<file path="src/pss_pkg.sv">
package pss_pkg;
    // Selection codes for the sleep and wake conditions and the boost enable.
    localparam logic [1:0] SLEEP_SEL_OFF = 2'h0;
    localparam logic [1:0] SLEEP_SEL_LOW_OUT = 2'h1;
    localparam logic [1:0] SLEEP_SEL_TERMINAL = 2'h2;
    localparam logic [1:0] WAKE_SEL_DEVIATION = 2'h1;
    localparam logic [1:0] WAKE_SEL_FB_LOW = 2'h2;
    localparam logic [1:0] WAKE_SEL_TERMINAL = 2'h3;
    localparam logic [1:0] BOOST_SEL_ON = 2'h1;
    // Input terminal function codes.
    localparam logic [7:0] TERM_FN_SLEEP_REQUEST = 8'h39;
    localparam logic [7:0] TERM_FN_RESUME_REQUEST = 8'h3A;
    // Target source code that cascades loop 1 output into loop 2.
    localparam logic [3:0] LOOP2_SRC_LOOP1_OUT = 4'hF;
    localparam logic [1:0] LOOP_TWO = 2'h1;
    // Levels are in 0.01 units: 590.00 Hz and 100.00 percent.
    localparam logic [15:0] FREQ_MAX = 16'hE678;
    localparam logic [15:0] PERCENT_MAX = 16'h2710;
    // All times are in 0.01 s steps, at most 100.00 s.
    localparam logic [15:0] TIME_MAX = 16'h2710;
    localparam int CLK_PERIOD_NS = 100;
    localparam int TICK_TIME_NS = 10000000;
    localparam int TICK_CYCLES = TICK_TIME_NS / CLK_PERIOD_NS;
    localparam int PRESC_W = 17;
    localparam int LOOPS = 4;
    localparam logic [15:0] TMR_SAT = 16'hFFFF;

    typedef enum logic [1:0] {
        ST_RUN,
        ST_BOOST,
        ST_SLEEP
    } pss_state_type;

    typedef struct packed {
        pss_state_type state;
        logic [PRESC_W-1:0] presc;
        logic tick;
        logic [15:0] run_tmr;
        logic [15:0] qual_tmr;
        logic [15:0] hold_tmr;
        logic [15:0] boost_tmr;
        logic sleep_in_prev;
        logic wake_in_prev;
        logic sleep_pend;
        logic wake_pend;
        logic [LOOPS-1:0][16:0] dev;
        logic [1:0] active;
        logic [LOOPS-1:0] loop_en;
        logic conflict;
        logic sleep_o;
        logic boost_o;
        logic [15:0] target_o;
        logic [16:0] act_dev;
    } pss_regs_type;
endpackage

</file>
<file path="src/pss_sleep_wake.sv">
`timescale 1ns/10ps
// Function
// - Sleep select: off, low output, terminal edge.
// - Low output must persist for sleep delay.
// - Terminal sleep after delay from rising edge.
// - Terminals 057/058 act only when selected.
// - Wake select: deviation, feedback low, terminal.
// - Deviation above level for wake delay wakes.
// - Wake deviation ignores polarity invert setting.
// - Feedback below level for wake delay wakes.
// - Terminal wake after delay from rising edge.
// - Boost only when boost enable is one.
// - Boost adds amount to target for time.
// - No sleep before minimum run time.
// - Stay asleep at least the minimum hold.
// - Two select bits choose loop one..four.
// - Four loops keep independent state.
// - Cascade: loop 2 follows loop 1 output.
// - Deviation polarity set by invert bit.
module pss_sleep_wake #(
    parameter int TICK_CYCLES_P = pss_pkg::TICK_CYCLES
) (
    input wire logic clk,
    input wire logic reset_n,
    input wire logic run_active,
    input wire logic [15:0] output_freq,
    input wire logic [1:0] sleep_condition_select,
    input wire logic [15:0] sleep_start_level,
    input wire logic [15:0] sleep_delay_time,
    input wire logic [1:0] pre_sleep_boost_enable,
    input wire logic [15:0] pre_sleep_boost_time,
    input wire logic [15:0] pre_sleep_boost_amount,
    input wire logic [15:0] min_run_before_sleep,
    input wire logic [15:0] min_sleep_hold,
    input wire logic [1:0] wake_condition_select,
    input wire logic [15:0] wake_feedback_level,
    input wire logic [15:0] wake_delay_time,
    input wire logic [15:0] wake_deviation_level,
    input wire logic [7:0] sleep_input_function,
    input wire logic [7:0] resume_input_function,
    input wire logic sleep_request_input,
    input wire logic resume_request_input,
    input wire logic loop_select_bit0,
    input wire logic loop_select_bit1,
    input wire logic [3:0] loop2_target_source,
    input wire logic [pss_pkg::LOOPS-1:0] deviation_polarity_invert,
    input wire logic [pss_pkg::LOOPS-1:0][15:0] loop_target,
    input wire logic [pss_pkg::LOOPS-1:0][15:0] loop_feedback,
    input wire logic [15:0] loop1_output,
    output logic pid_sleep,
    output logic boost_active,
    output logic [15:0] boosted_target,
    output logic [16:0] active_deviation,
    output logic [1:0] active_loop,
    output logic [pss_pkg::LOOPS-1:0] loop_enable,
    output logic cascade_conflict,
    output logic [pss_pkg::LOOPS-1:0][16:0] loop_deviation
);
    import pss_pkg::*;

    pss_regs_type r;
    pss_regs_type n;

    // Saturating qualification timer; a dropped condition restarts it.
    function automatic logic [15:0] qual_next(input logic cond, input logic tick, input logic [15:0] cnt);
        logic [15:0] res;
        res = 16'h0000;
        if (cond)
        begin
            res = (tick && cnt != TMR_SAT) ? cnt + 16'h0001 : cnt;
        end
        return res;
    endfunction

    function automatic logic [16:0] dev_calc(input logic [15:0] tgt, input logic [15:0] fb, input logic inv);
        logic [16:0] res;
        res = inv ? ({1'b0, fb} - {1'b0, tgt}) : ({1'b0, tgt} - {1'b0, fb});
        return res;
    endfunction

    logic [LOOPS-1:0][15:0] eff_target;
    logic cascade;
    logic [1:0] sel_loop;
    logic sleep_term_ok;
    logic wake_term_ok;
    logic low_out;
    logic run_ok;
    logic wake_cond;
    logic [16:0] wake_dev;
    logic [16:0] boost_sum;

    always_comb
    begin
        n = r;
        cascade = (loop2_target_source == LOOP2_SRC_LOOP1_OUT);
        eff_target = loop_target;
        if (cascade)
        begin
            eff_target[1] = loop1_output;
        end
        for (int i = 0; i < LOOPS; i++)
        begin
            n.dev[i] = dev_calc(eff_target[i], loop_feedback[i], deviation_polarity_invert[i]);
        end
        sel_loop = {loop_select_bit1, loop_select_bit0};
        // A cascaded setup only allows loop 2, so any other choice is flagged and overridden.
        n.conflict = cascade && sel_loop != LOOP_TWO;
        n.active = cascade ? LOOP_TWO : sel_loop;
        n.loop_en = 4'h1 << n.active;
        n.act_dev = n.dev[n.active];

        n.presc = (r.presc == PRESC_W'(TICK_CYCLES_P - 1)) ? '0 : r.presc + 1'b1;
        n.tick = (r.presc == PRESC_W'(TICK_CYCLES_P - 1));

        sleep_term_ok = (sleep_input_function == TERM_FN_SLEEP_REQUEST)
                        && (sleep_condition_select == SLEEP_SEL_TERMINAL);
        wake_term_ok = (resume_input_function == TERM_FN_RESUME_REQUEST)
                       && (wake_condition_select == WAKE_SEL_TERMINAL);
        n.sleep_in_prev = sleep_request_input;
        n.wake_in_prev = resume_request_input;
        low_out = (sleep_condition_select == SLEEP_SEL_LOW_OUT) && (output_freq < sleep_start_level);
        run_ok = (r.run_tmr >= min_run_before_sleep);
        // Wake works on target minus feedback whatever the loop polarity is.
        wake_dev = dev_calc(eff_target[r.active], loop_feedback[r.active], 1'b0);
        wake_cond = 1'b0;
        case (wake_condition_select)
            WAKE_SEL_DEVIATION: wake_cond = !wake_dev[16] && wake_dev[15:0] > wake_deviation_level;
            WAKE_SEL_FB_LOW: wake_cond = loop_feedback[r.active] < wake_feedback_level;
            WAKE_SEL_TERMINAL: wake_cond = r.wake_pend;
            default: wake_cond = 1'b0;
        endcase
        boost_sum = {1'b0, eff_target[r.active]} + {1'b0, pre_sleep_boost_amount};

        case (r.state)
            ST_RUN:
            begin
                n.run_tmr = qual_next(1'b1, r.tick, r.run_tmr);
                n.hold_tmr = '0;
                n.boost_tmr = '0;
                n.wake_pend = 1'b0;
                // The clear that leaving this state performs wins over this set.
                n.sleep_pend = (sleep_term_ok && sleep_request_input && !r.sleep_in_prev) || r.sleep_pend;
                case (sleep_condition_select)
                    SLEEP_SEL_LOW_OUT: n.qual_tmr = qual_next(low_out, r.tick, r.qual_tmr);
                    SLEEP_SEL_TERMINAL: n.qual_tmr = qual_next(r.sleep_pend, r.tick, r.qual_tmr);
                    default:
                    begin
                        n.qual_tmr = '0;
                        n.sleep_pend = 1'b0;
                    end
                endcase
                if (sleep_condition_select != SLEEP_SEL_OFF && run_ok && r.qual_tmr >= sleep_delay_time
                    && (low_out || r.sleep_pend))
                begin
                    n.state = (pre_sleep_boost_enable == BOOST_SEL_ON && low_out) ? ST_BOOST : ST_SLEEP;
                    n.qual_tmr = '0;
                    n.sleep_pend = 1'b0;
                end
            end
            ST_BOOST:
            begin
                n.boost_tmr = qual_next(1'b1, r.tick, r.boost_tmr);
                if (r.boost_tmr >= pre_sleep_boost_time)
                begin
                    n.state = ST_SLEEP;
                end
            end
            ST_SLEEP:
            begin
                n.hold_tmr = qual_next(1'b1, r.tick, r.hold_tmr);
                n.wake_pend = (wake_term_ok && resume_request_input && !r.wake_in_prev) || r.wake_pend;
                n.qual_tmr = qual_next(wake_cond, r.tick, r.qual_tmr);
                // The hold time keeps a noisy wake condition from toggling the pump.
                if (wake_cond && r.qual_tmr >= wake_delay_time && r.hold_tmr >= min_sleep_hold)
                begin
                    n.state = ST_RUN;
                    n.qual_tmr = '0;
                    n.wake_pend = 1'b0;
                    n.run_tmr = '0;
                end
            end
            default: n.state = ST_RUN;
        endcase
        if (!run_active)
        begin
            n.state = ST_RUN;
            n.run_tmr = '0;
            n.qual_tmr = '0;
            n.sleep_pend = 1'b0;
            n.wake_pend = 1'b0;
        end
        n.sleep_o = (n.state == ST_SLEEP);
        n.boost_o = (n.state == ST_BOOST);
        n.target_o = eff_target[n.active];
        if (n.state == ST_BOOST)
        begin
            n.target_o = (boost_sum > {1'b0, PERCENT_MAX}) ? PERCENT_MAX : boost_sum[15:0];
        end
    end

    always_ff @(posedge clk or negedge reset_n)
    begin
        if (!reset_n)
        begin
            r <= '0;
        end
        else
        begin
            r <= n;
        end
    end

    assign pid_sleep = r.sleep_o;
    assign boost_active = r.boost_o;
    assign boosted_target = r.target_o;
    assign active_deviation = r.act_dev;
    assign active_loop = r.active;
    assign loop_enable = r.loop_en;
    assign cascade_conflict = r.conflict;
    assign loop_deviation = r.dev;
endmodule

</file>
<file path="config.mk">
export PLATFORM = sky130hd
export DESIGN_NAME = pss_sleep_wake
export DESIGN_NICKNAME = d
export VERILOG_FILES = /design/src/pss_pkg.sv /design/src/pss_sleep_wake.sv
export SDC_FILE = /design/constraint.sdc
export NUM_CORES = 1
export LEC_CHECK = 0
export ABC_CLOCK_PERIOD_IN_PS = 14000
export BUFFER_PORTS_ARGS = -buffer_cell sky130_fd_sc_hd__buf_2
export CAP_MARGIN = 20
export CORE_MARGIN = 4
export CORE_UTILIZATION = 55
export CTS_CLUSTER_DIAMETER = 30
export DETAILED_ROUTE_END_ITERATION = 8
export PLACE_DENSITY = 0.93
export SYNTH_ARGS = -nofsm -noshare
export SYNTH_HDL_FRONTEND = slang
export SYNTH_SLANG_ARGS = --single-unit
</file>
<file path="constraint.sdc">
create_clock -name clk -period 14 [get_ports clk]
set_input_delay 0.7 -clock clk [delete_from_list [all_inputs] [get_ports clk]]
set_output_delay 0.7 -clock clk [all_outputs]
set_load 0.03 [all_outputs]
</file>
Word-level counts from Yosys, hierarchy flattened

Index checks and enable logic that the tools add are counted.
W data, S select, Z words.

$add $sub $neg: 15
$mul: 0
Div/mod/pow operators: 0
$lt $le $gt $ge: 11
Eq/ne operators: 25
Shift-type cells: 1
Muxes and demuxes: 43
Bitwise gates (word level): 0
Reductions and logical operators: 33

Operators with widths:

| kind                    | count |
|---|---|
| $mux W16                | 14 |
| $sub A16 B16 Y17        | 9 |
| $mux W17                | 6 |
| $bmux W16 S2            | 3 |
| $pmux W48 S2            | 1 |
| $ge A16 B16 Y1          | 5 |
| $add A16 B1 Y16 const B | 4 |
| $mux W32                | 2 |
| $ne A16 B16 Y1 const B  | 4 |
| $pmux W16 S2            | 2 |
| $bmux W17 S2            | 1 |
| $lt A16 B16 Y1          | 2 |
| $logic_and A1 B1 Y1     | 19 |
| $add A16 B16 Y17        | 1 |
| $add A17 B1 Y17 const B | 1 |
| $eq A17 B17 Y1 const B  | 1 |
| $gt A17 B14 Y1 const B  | 1 |
| $eq A8 B6 Y1 const B    | 2 |
| $gt A16 B16 Y1          | 1 |
| $mux W2                 | 7 |
| $eq A2 B1 Y1 const B    | 5 |
| $eq A2 B2 Y1 const B    | 5 |
| $lt A2 B3 Y1 const B    | 2 |
| $ne A3 B3 Y1 const B    | 2 |
| other kinds (16)        | 28 |

Bits in registers: 198
Bits in latches: 0
RAM bits: 0
Memory bits (read-only): 0
Memories kept: 0

Logic depth before layout (Yosys ltp)

Depth after elaboration: 15
Mapped depth: 28

Least setup slack after synthesis

OpenSTA, ideal clock, no wires.

Kind: input -> register
Start: in loop2_target_source[3]
End: reg r[161] (netlist bit)
Arrival: 6.032 ns
Slack: 7.839 ns
Stages: 26
Path buffers: 3
Cells stage by stage: nand4_1 buf_1 mux2_2 mux4_2 ha_1 nor2b_1 o21ai_0 a21boi_0 o21ai_0 a2111oi_0 or4_1 a31o_2 a21oi_1 xnor2_1 ha_1 nand4_1 nor2_1 a221o_1 o31a_1 o41ai_1 o211a_1 o32ai_2 buf_4 buf_4 a22oi_1 o31ai_1

Cells in the longest elaborated chain, start to end: 13
Elaborated cells on any way between the ends: 15

Ends and longest elaborated chain:

| element                                                   | RTL line              | text |
|---|---|---|
| start, declared                                           | pss_sleep_wake.sv:45  | `input wire logic [3:0] loop2_target_source,` |
| $eq A4 B4 Y1 (*)                                          | pss_sleep_wake.sv:95  | `cascade = (loop2_target_source == LOOP2_SRC_LOOP1_OUT);` |
| $mux W16 (*)                                              | pss_sleep_wake.sv:97  | `if (cascade)` |
| $bmux W16 S2 (*)                                          | pss_sleep_wake.sv:124 | `wake_dev = dev_calc(eff_target[r.active], loop_feedback[r.active], 1'b0);` |
| $mux W16 (not written as such) (*)                        | pss_sleep_wake.sv:124 |  |
| $sub A16 B16 Y17 (*)                                      | pss_sleep_wake.sv:77  | `res = inv ? ({1'b0, fb} - {1'b0, tgt}) : ({1'b0, tgt} - {1'b0, fb});` |
| $gt A16 B16 Y1 / $logic_not A1 Y1 (equally long branches) | pss_sleep_wake.sv:127 | `WAKE_SEL_DEVIATION: wake_cond = !wake_dev[16] && wake_dev[15:0] > wake_deviation_level;` |
| $logic_and A1 B1 Y1 (*)                                   | pss_sleep_wake.sv:127 |  |
| $pmux W1 S3 (*)                                           | pss_sleep_wake.sv:126 | `case (wake_condition_select)` |
| $logic_and A1 B1 Y1 (2 in a row)                          | pss_sleep_wake.sv:174 | `if (wake_cond && r.qual_tmr >= wake_delay_time && r.hold_tmr >= min_sleep_hold)` |
| $mux W32 (*)                                              | pss_sleep_wake.sv:174 |  |
| $pmux W48 S2 (*)                                          | pss_sleep_wake.sv:134 | `case (r.state)` |
| $mux W32 (*)                                              | pss_sleep_wake.sv:184 | `if (!run_active)` |
| end signal, assigned                                      | pss_sleep_wake.sv:209 | `r <= n;` |
| end, declared                                             | pss_sleep_wake.sv:61  | `pss_regs_type r;` |

Mark *: on every way between the ends. The rest lies on a longest branch, timed or not. The select of a mux whose other input is x is not followed.
A chain may end at the register's enable or synchronous reset.

Worst setup path after layout

Start: in loop2_target_source[3]
End: reg r[177] (netlist bit)

Cells in the longest elaborated chain, start to end: 12
Elaborated cells on any way between the ends: 13

Ends and longest elaborated chain:

| element                                                   | RTL line |
|---|---|
| $eq A4 B4 Y1 (*)                                          | pss_sleep_wake.sv:95 |
| $mux W16 (*)                                              | pss_sleep_wake.sv:97 |
| $bmux W16 S2 (*)                                          | pss_sleep_wake.sv:124 |
| $mux W16 (not written as such) (*)                        | pss_sleep_wake.sv:124 |
| $sub A16 B16 Y17 (*)                                      | pss_sleep_wake.sv:77 |
| $gt A16 B16 Y1 / $logic_not A1 Y1 (equally long branches) | pss_sleep_wake.sv:127 |
| $logic_and A1 B1 Y1 (*)                                   | pss_sleep_wake.sv:127 |
| $pmux W1 S3 (*)                                           | pss_sleep_wake.sv:126 |
| $logic_and A1 B1 Y1 (*) (2 in a row)                      | pss_sleep_wake.sv:174 |
| $ne A3 B3 Y1 (no line) (*)                                | -- |
| $reduce_and A3 Y1 (no line) (*)                           | -- |

Marked as above.

==> results by group <==
Run status
  • Status: finished clean

Global route
  • Largest net degree at the start of global routing: 131
  • Vias in the first global route: 20000
  • First-pass GRT wire length: 113000 µm
  • GRT Resource Usage Total: 35.7%
  • Initial antenna violation count: 11
  • Gr ovfl total: 0

Floorplan
  • DIE HEIGHT: 201 µm
  • Die Wd: 201 µm
  • # rows: 70
  • Core ar.: 36600 µm²
  • Die Area: 40300 µm²
  • Starting Density: 55.8%
  • I/O pin count: 451

Synthesis
  • Register area share after synthesis: 24.2%
  • #FFs+latches synth: 198
  • Synth cell types: 80
  • Asr flop ratio synth: 100%
  • Post-synth EDFFs: 0
  • Syn Nets: 3037
  • Commonest cells post-synth: inv_1 (314), ha_1 (294), dfrtp_1 (198)
  • YS warnings: 0
  • Top cell type's share of synthesized area: 24.2%
  • Syn_area_per_cell: 8.54 µm²
  • Cell Area, Synth: 20400 µm²
  • Most frequent cell after synthesis: inv_1
  • Synth area leader: dfrtp_1
  • Area contributors post-synth: dfrtp_1 (24%), ha_1 (18%), inv_1 (5.8%)
  • Main synth FF type: dfrtp_1
  • Cells after Synth: 2392

Timing
  • Hold Violations, Final: 0
  • Fin Clk Skew: 0.0189 ns
  • Slew HR: 39.5%
  • Crit share post-route: 47.6%
  • Min Tclk post-route: 6.66 ns
  • Fmax: 150 MHz
  • Final slew viol count: 0
  • TNS Setup: 0 ns
  • Slew at the pin closest to its max-slew limit: 0.905 ns
  • Final setup viols: 0
  • RSZ-0062 raised after global routing: no

Clock network
  • Clock Latency Late Sink: 0.47 ns
  • Clk sinks: 198
  • Cts repair resizes: 0
  • Root buffer selected by CTS: clkbuf_16
  • Clock transition at path regs: 0.07 ns
  • Post-CTS setup buffers: 0
  • # hold bufs at CTS: 0
  • H-tree lvl count: 4
  • Bufs on Longest Clock Path: 2
  • CTS Buf Count: 17
  • CTS tree: built

Setup path
  • Crit path DAT: 7.06 ns
  • Critical Path Fanout Max: 22
  • CP Launch Type: input pin
  • Critical path buffers and inverters: 2
  • Worst path cell trace: buf_2, nand4_1, buf_4, mux2_2, mux4_2, ha_1, nor2b_1, o21ai_0, a21boi_0, o21ai_0, a2111oi_0, or4_1, a31o_2, a21oi_1, xnor2_1, ha_1, nand4_1, a2111oi_0, o31a_1, o41ai_1, o211a_1, o311a_4, or4_1, nand3_1
  • RR Startpoint: active_loop[1]
  • CP Class: input pin to register
  • Worst path slowest cell: mux4_2
  • Critical path endpoint category: register
  • Reg-to-reg endpoint: r[177]
  • Required @ worst endpoint: 14.39 ns
  • Max incr delay on CP: 0.60 ns
  • R2R depth: 22
  • Delay-heaviest family, CP: compound AO/OA/AOI/OAI gates
  • R2R setup slack: 7.54 ns

Power
  • VDD IR max: 0.0905 mV
  • PD cells: 92.1 nW/µm²
  • LEAKAGE: 12.2 nW

Placement
  • GPL Wtd Cong: 1.03
  • Total cell area at the placement stage: 22300 µm²
  • Hpwl dp: 61000 µm
  • Input/output buffers: 450

Drt
  • Routed WL: 74400 µm
  • Drt first pass iters: 6
  • Detailed router's first-iteration violation count: 2000
  • Detail Route Antenna Nets: 0
  • Vias per inst: 6.31
  • Top Layer Used: met5
  • Met1 wire length: 27400 µm
  • Met3 WL: 7740 µm
  • DR WL met2: 34200 µm
  • Routed wire per std cell: 23.4 µm
  • Vias: 20100
  • Remaining DRCs: 0

Final layout
  • Final instance area: 22900 µm²
  • P&R area growth vs syn: 12.2%
  • Layout cells sized above 1: 21.4%
  • NumNets Final: 3333
  • Fillers: 3037

Job
  • Max-capacitance violation count: 0

Worst hold path
  • HP Class: input pin to asynchronous set/reset pin
layer usage:
metal  global-route usage, %  vias up
li1                        -     8983
met1                    43.2     9444
met2                    58.2     1335
met3                    8.58      280
met4                    20.6       12
met5                       0        -
report_power, final:
group / total (mW) / leakage (nW) / internal [mW] / switching (mW)
clock: 0.523 / 0.304 / 0.272 / 0.250
sequential: 0.658 / 2.51 / 0.634 / 0.0234
combinational: 0.930 / 9.35 / 0.323 / 0.607
area by class of cell:
type / count / area, µm² / share of cell area, %
multi-input cells: 1691 / 13200 / 57.5
diodes: 7 / 17.5 / 0.0764
inverters: 318 / 1190 / 5.21
flip-flops and latches: 198 / 4960 / 21.6
clock inverters: 15 / 189 / 0.824
clock buffers: 17 / 425 / 1.86
well taps: 468 / 586 / 2.55
repair buffers: 462 / 2370 / 10.3
cells in the final DEF, fill, tap and decap left out, drive strengths merged, types with 19 or more instances in the layout:
master | netlist | layout
ha | 294 | 294
o22ai | 20 | 20
a31oi | 19 | 19
mux2 | 28 | 28
and3 | 29 | 29
o21ai | 113 | 113
nand4 | 41 | 41
nand3 | 69 | 69
buf | 120 | 461
a221oi | 19 | 19
xor2 | 62 | 62
nor2 | 143 | 143
dfrtp | 198 | 198
mux2i | 31 | 31
a21o | 82 | 82
xnor2 | 52 | 52
a22oi | 19 | 19
inv | 314 | 322
a211oi | 34 | 34
a21oi | 153 | 153
mux4 | 32 | 32
nor2b | 46 | 46
nand2 | 133 | 133
flip-flops by register name, indices dropped and copies added (netlist names):
signal	count
cascade_conflict	1
loop_enable	4
r	88
active_deviation	17
loop_deviation	68
boosted_target	16
pid_sleep	1
boost_active	1
active_loop	2
through the flow:
step           hold WS, ns  util [%]  worst slack, ns  instances  power [mW]
2_1_floorplan        0.404         -             7.84       2392        1.33
3_3_place_gp         0.461      60.8             7.30       3135        1.55
3_5_place_dp         0.477      60.8             7.07       3135        1.57
4_1_cts              0.341      62.5             7.48       3167        2.10
5_1_grt             0.0833      62.6             6.96       3174        2.21
6_report            0.0925      62.6             7.34       3176        2.11
how the worst max path moves through the flow:
stage | start | endpoint | slack, ns | depth (start not counted)
6_report | loop2_target_source[3] | r[177] | 7.34 | 24
5_1_grt | loop2_target_source[3] | r[177] | 6.96 | 24
4_1_cts | loop2_target_source[3] | r[177] | 7.48 | 24
3_5_place_dp | loop2_target_source[3] | r[177] | 7.07 | 24
3_3_place_gp | loop2_target_source[3] | r[155] | 7.30 | 26
2_1_floorplan | loop2_target_source[3] | r[161] | 7.84 | 26
kinds of logic after synthesis:
kind of cell | synth area share [%]
AO/OA/AOI/OAI | 20.5
XOR/XNOR | 4.89
AND/OR/NAND/NOR | 13.5
multiplexers | 6.59
flip-flops | 24.2
adder cells (fa/ha/maj) | 19.0
buffers and inverters | 11.3
No activity file was read; power rests on OpenSTA's default activity.
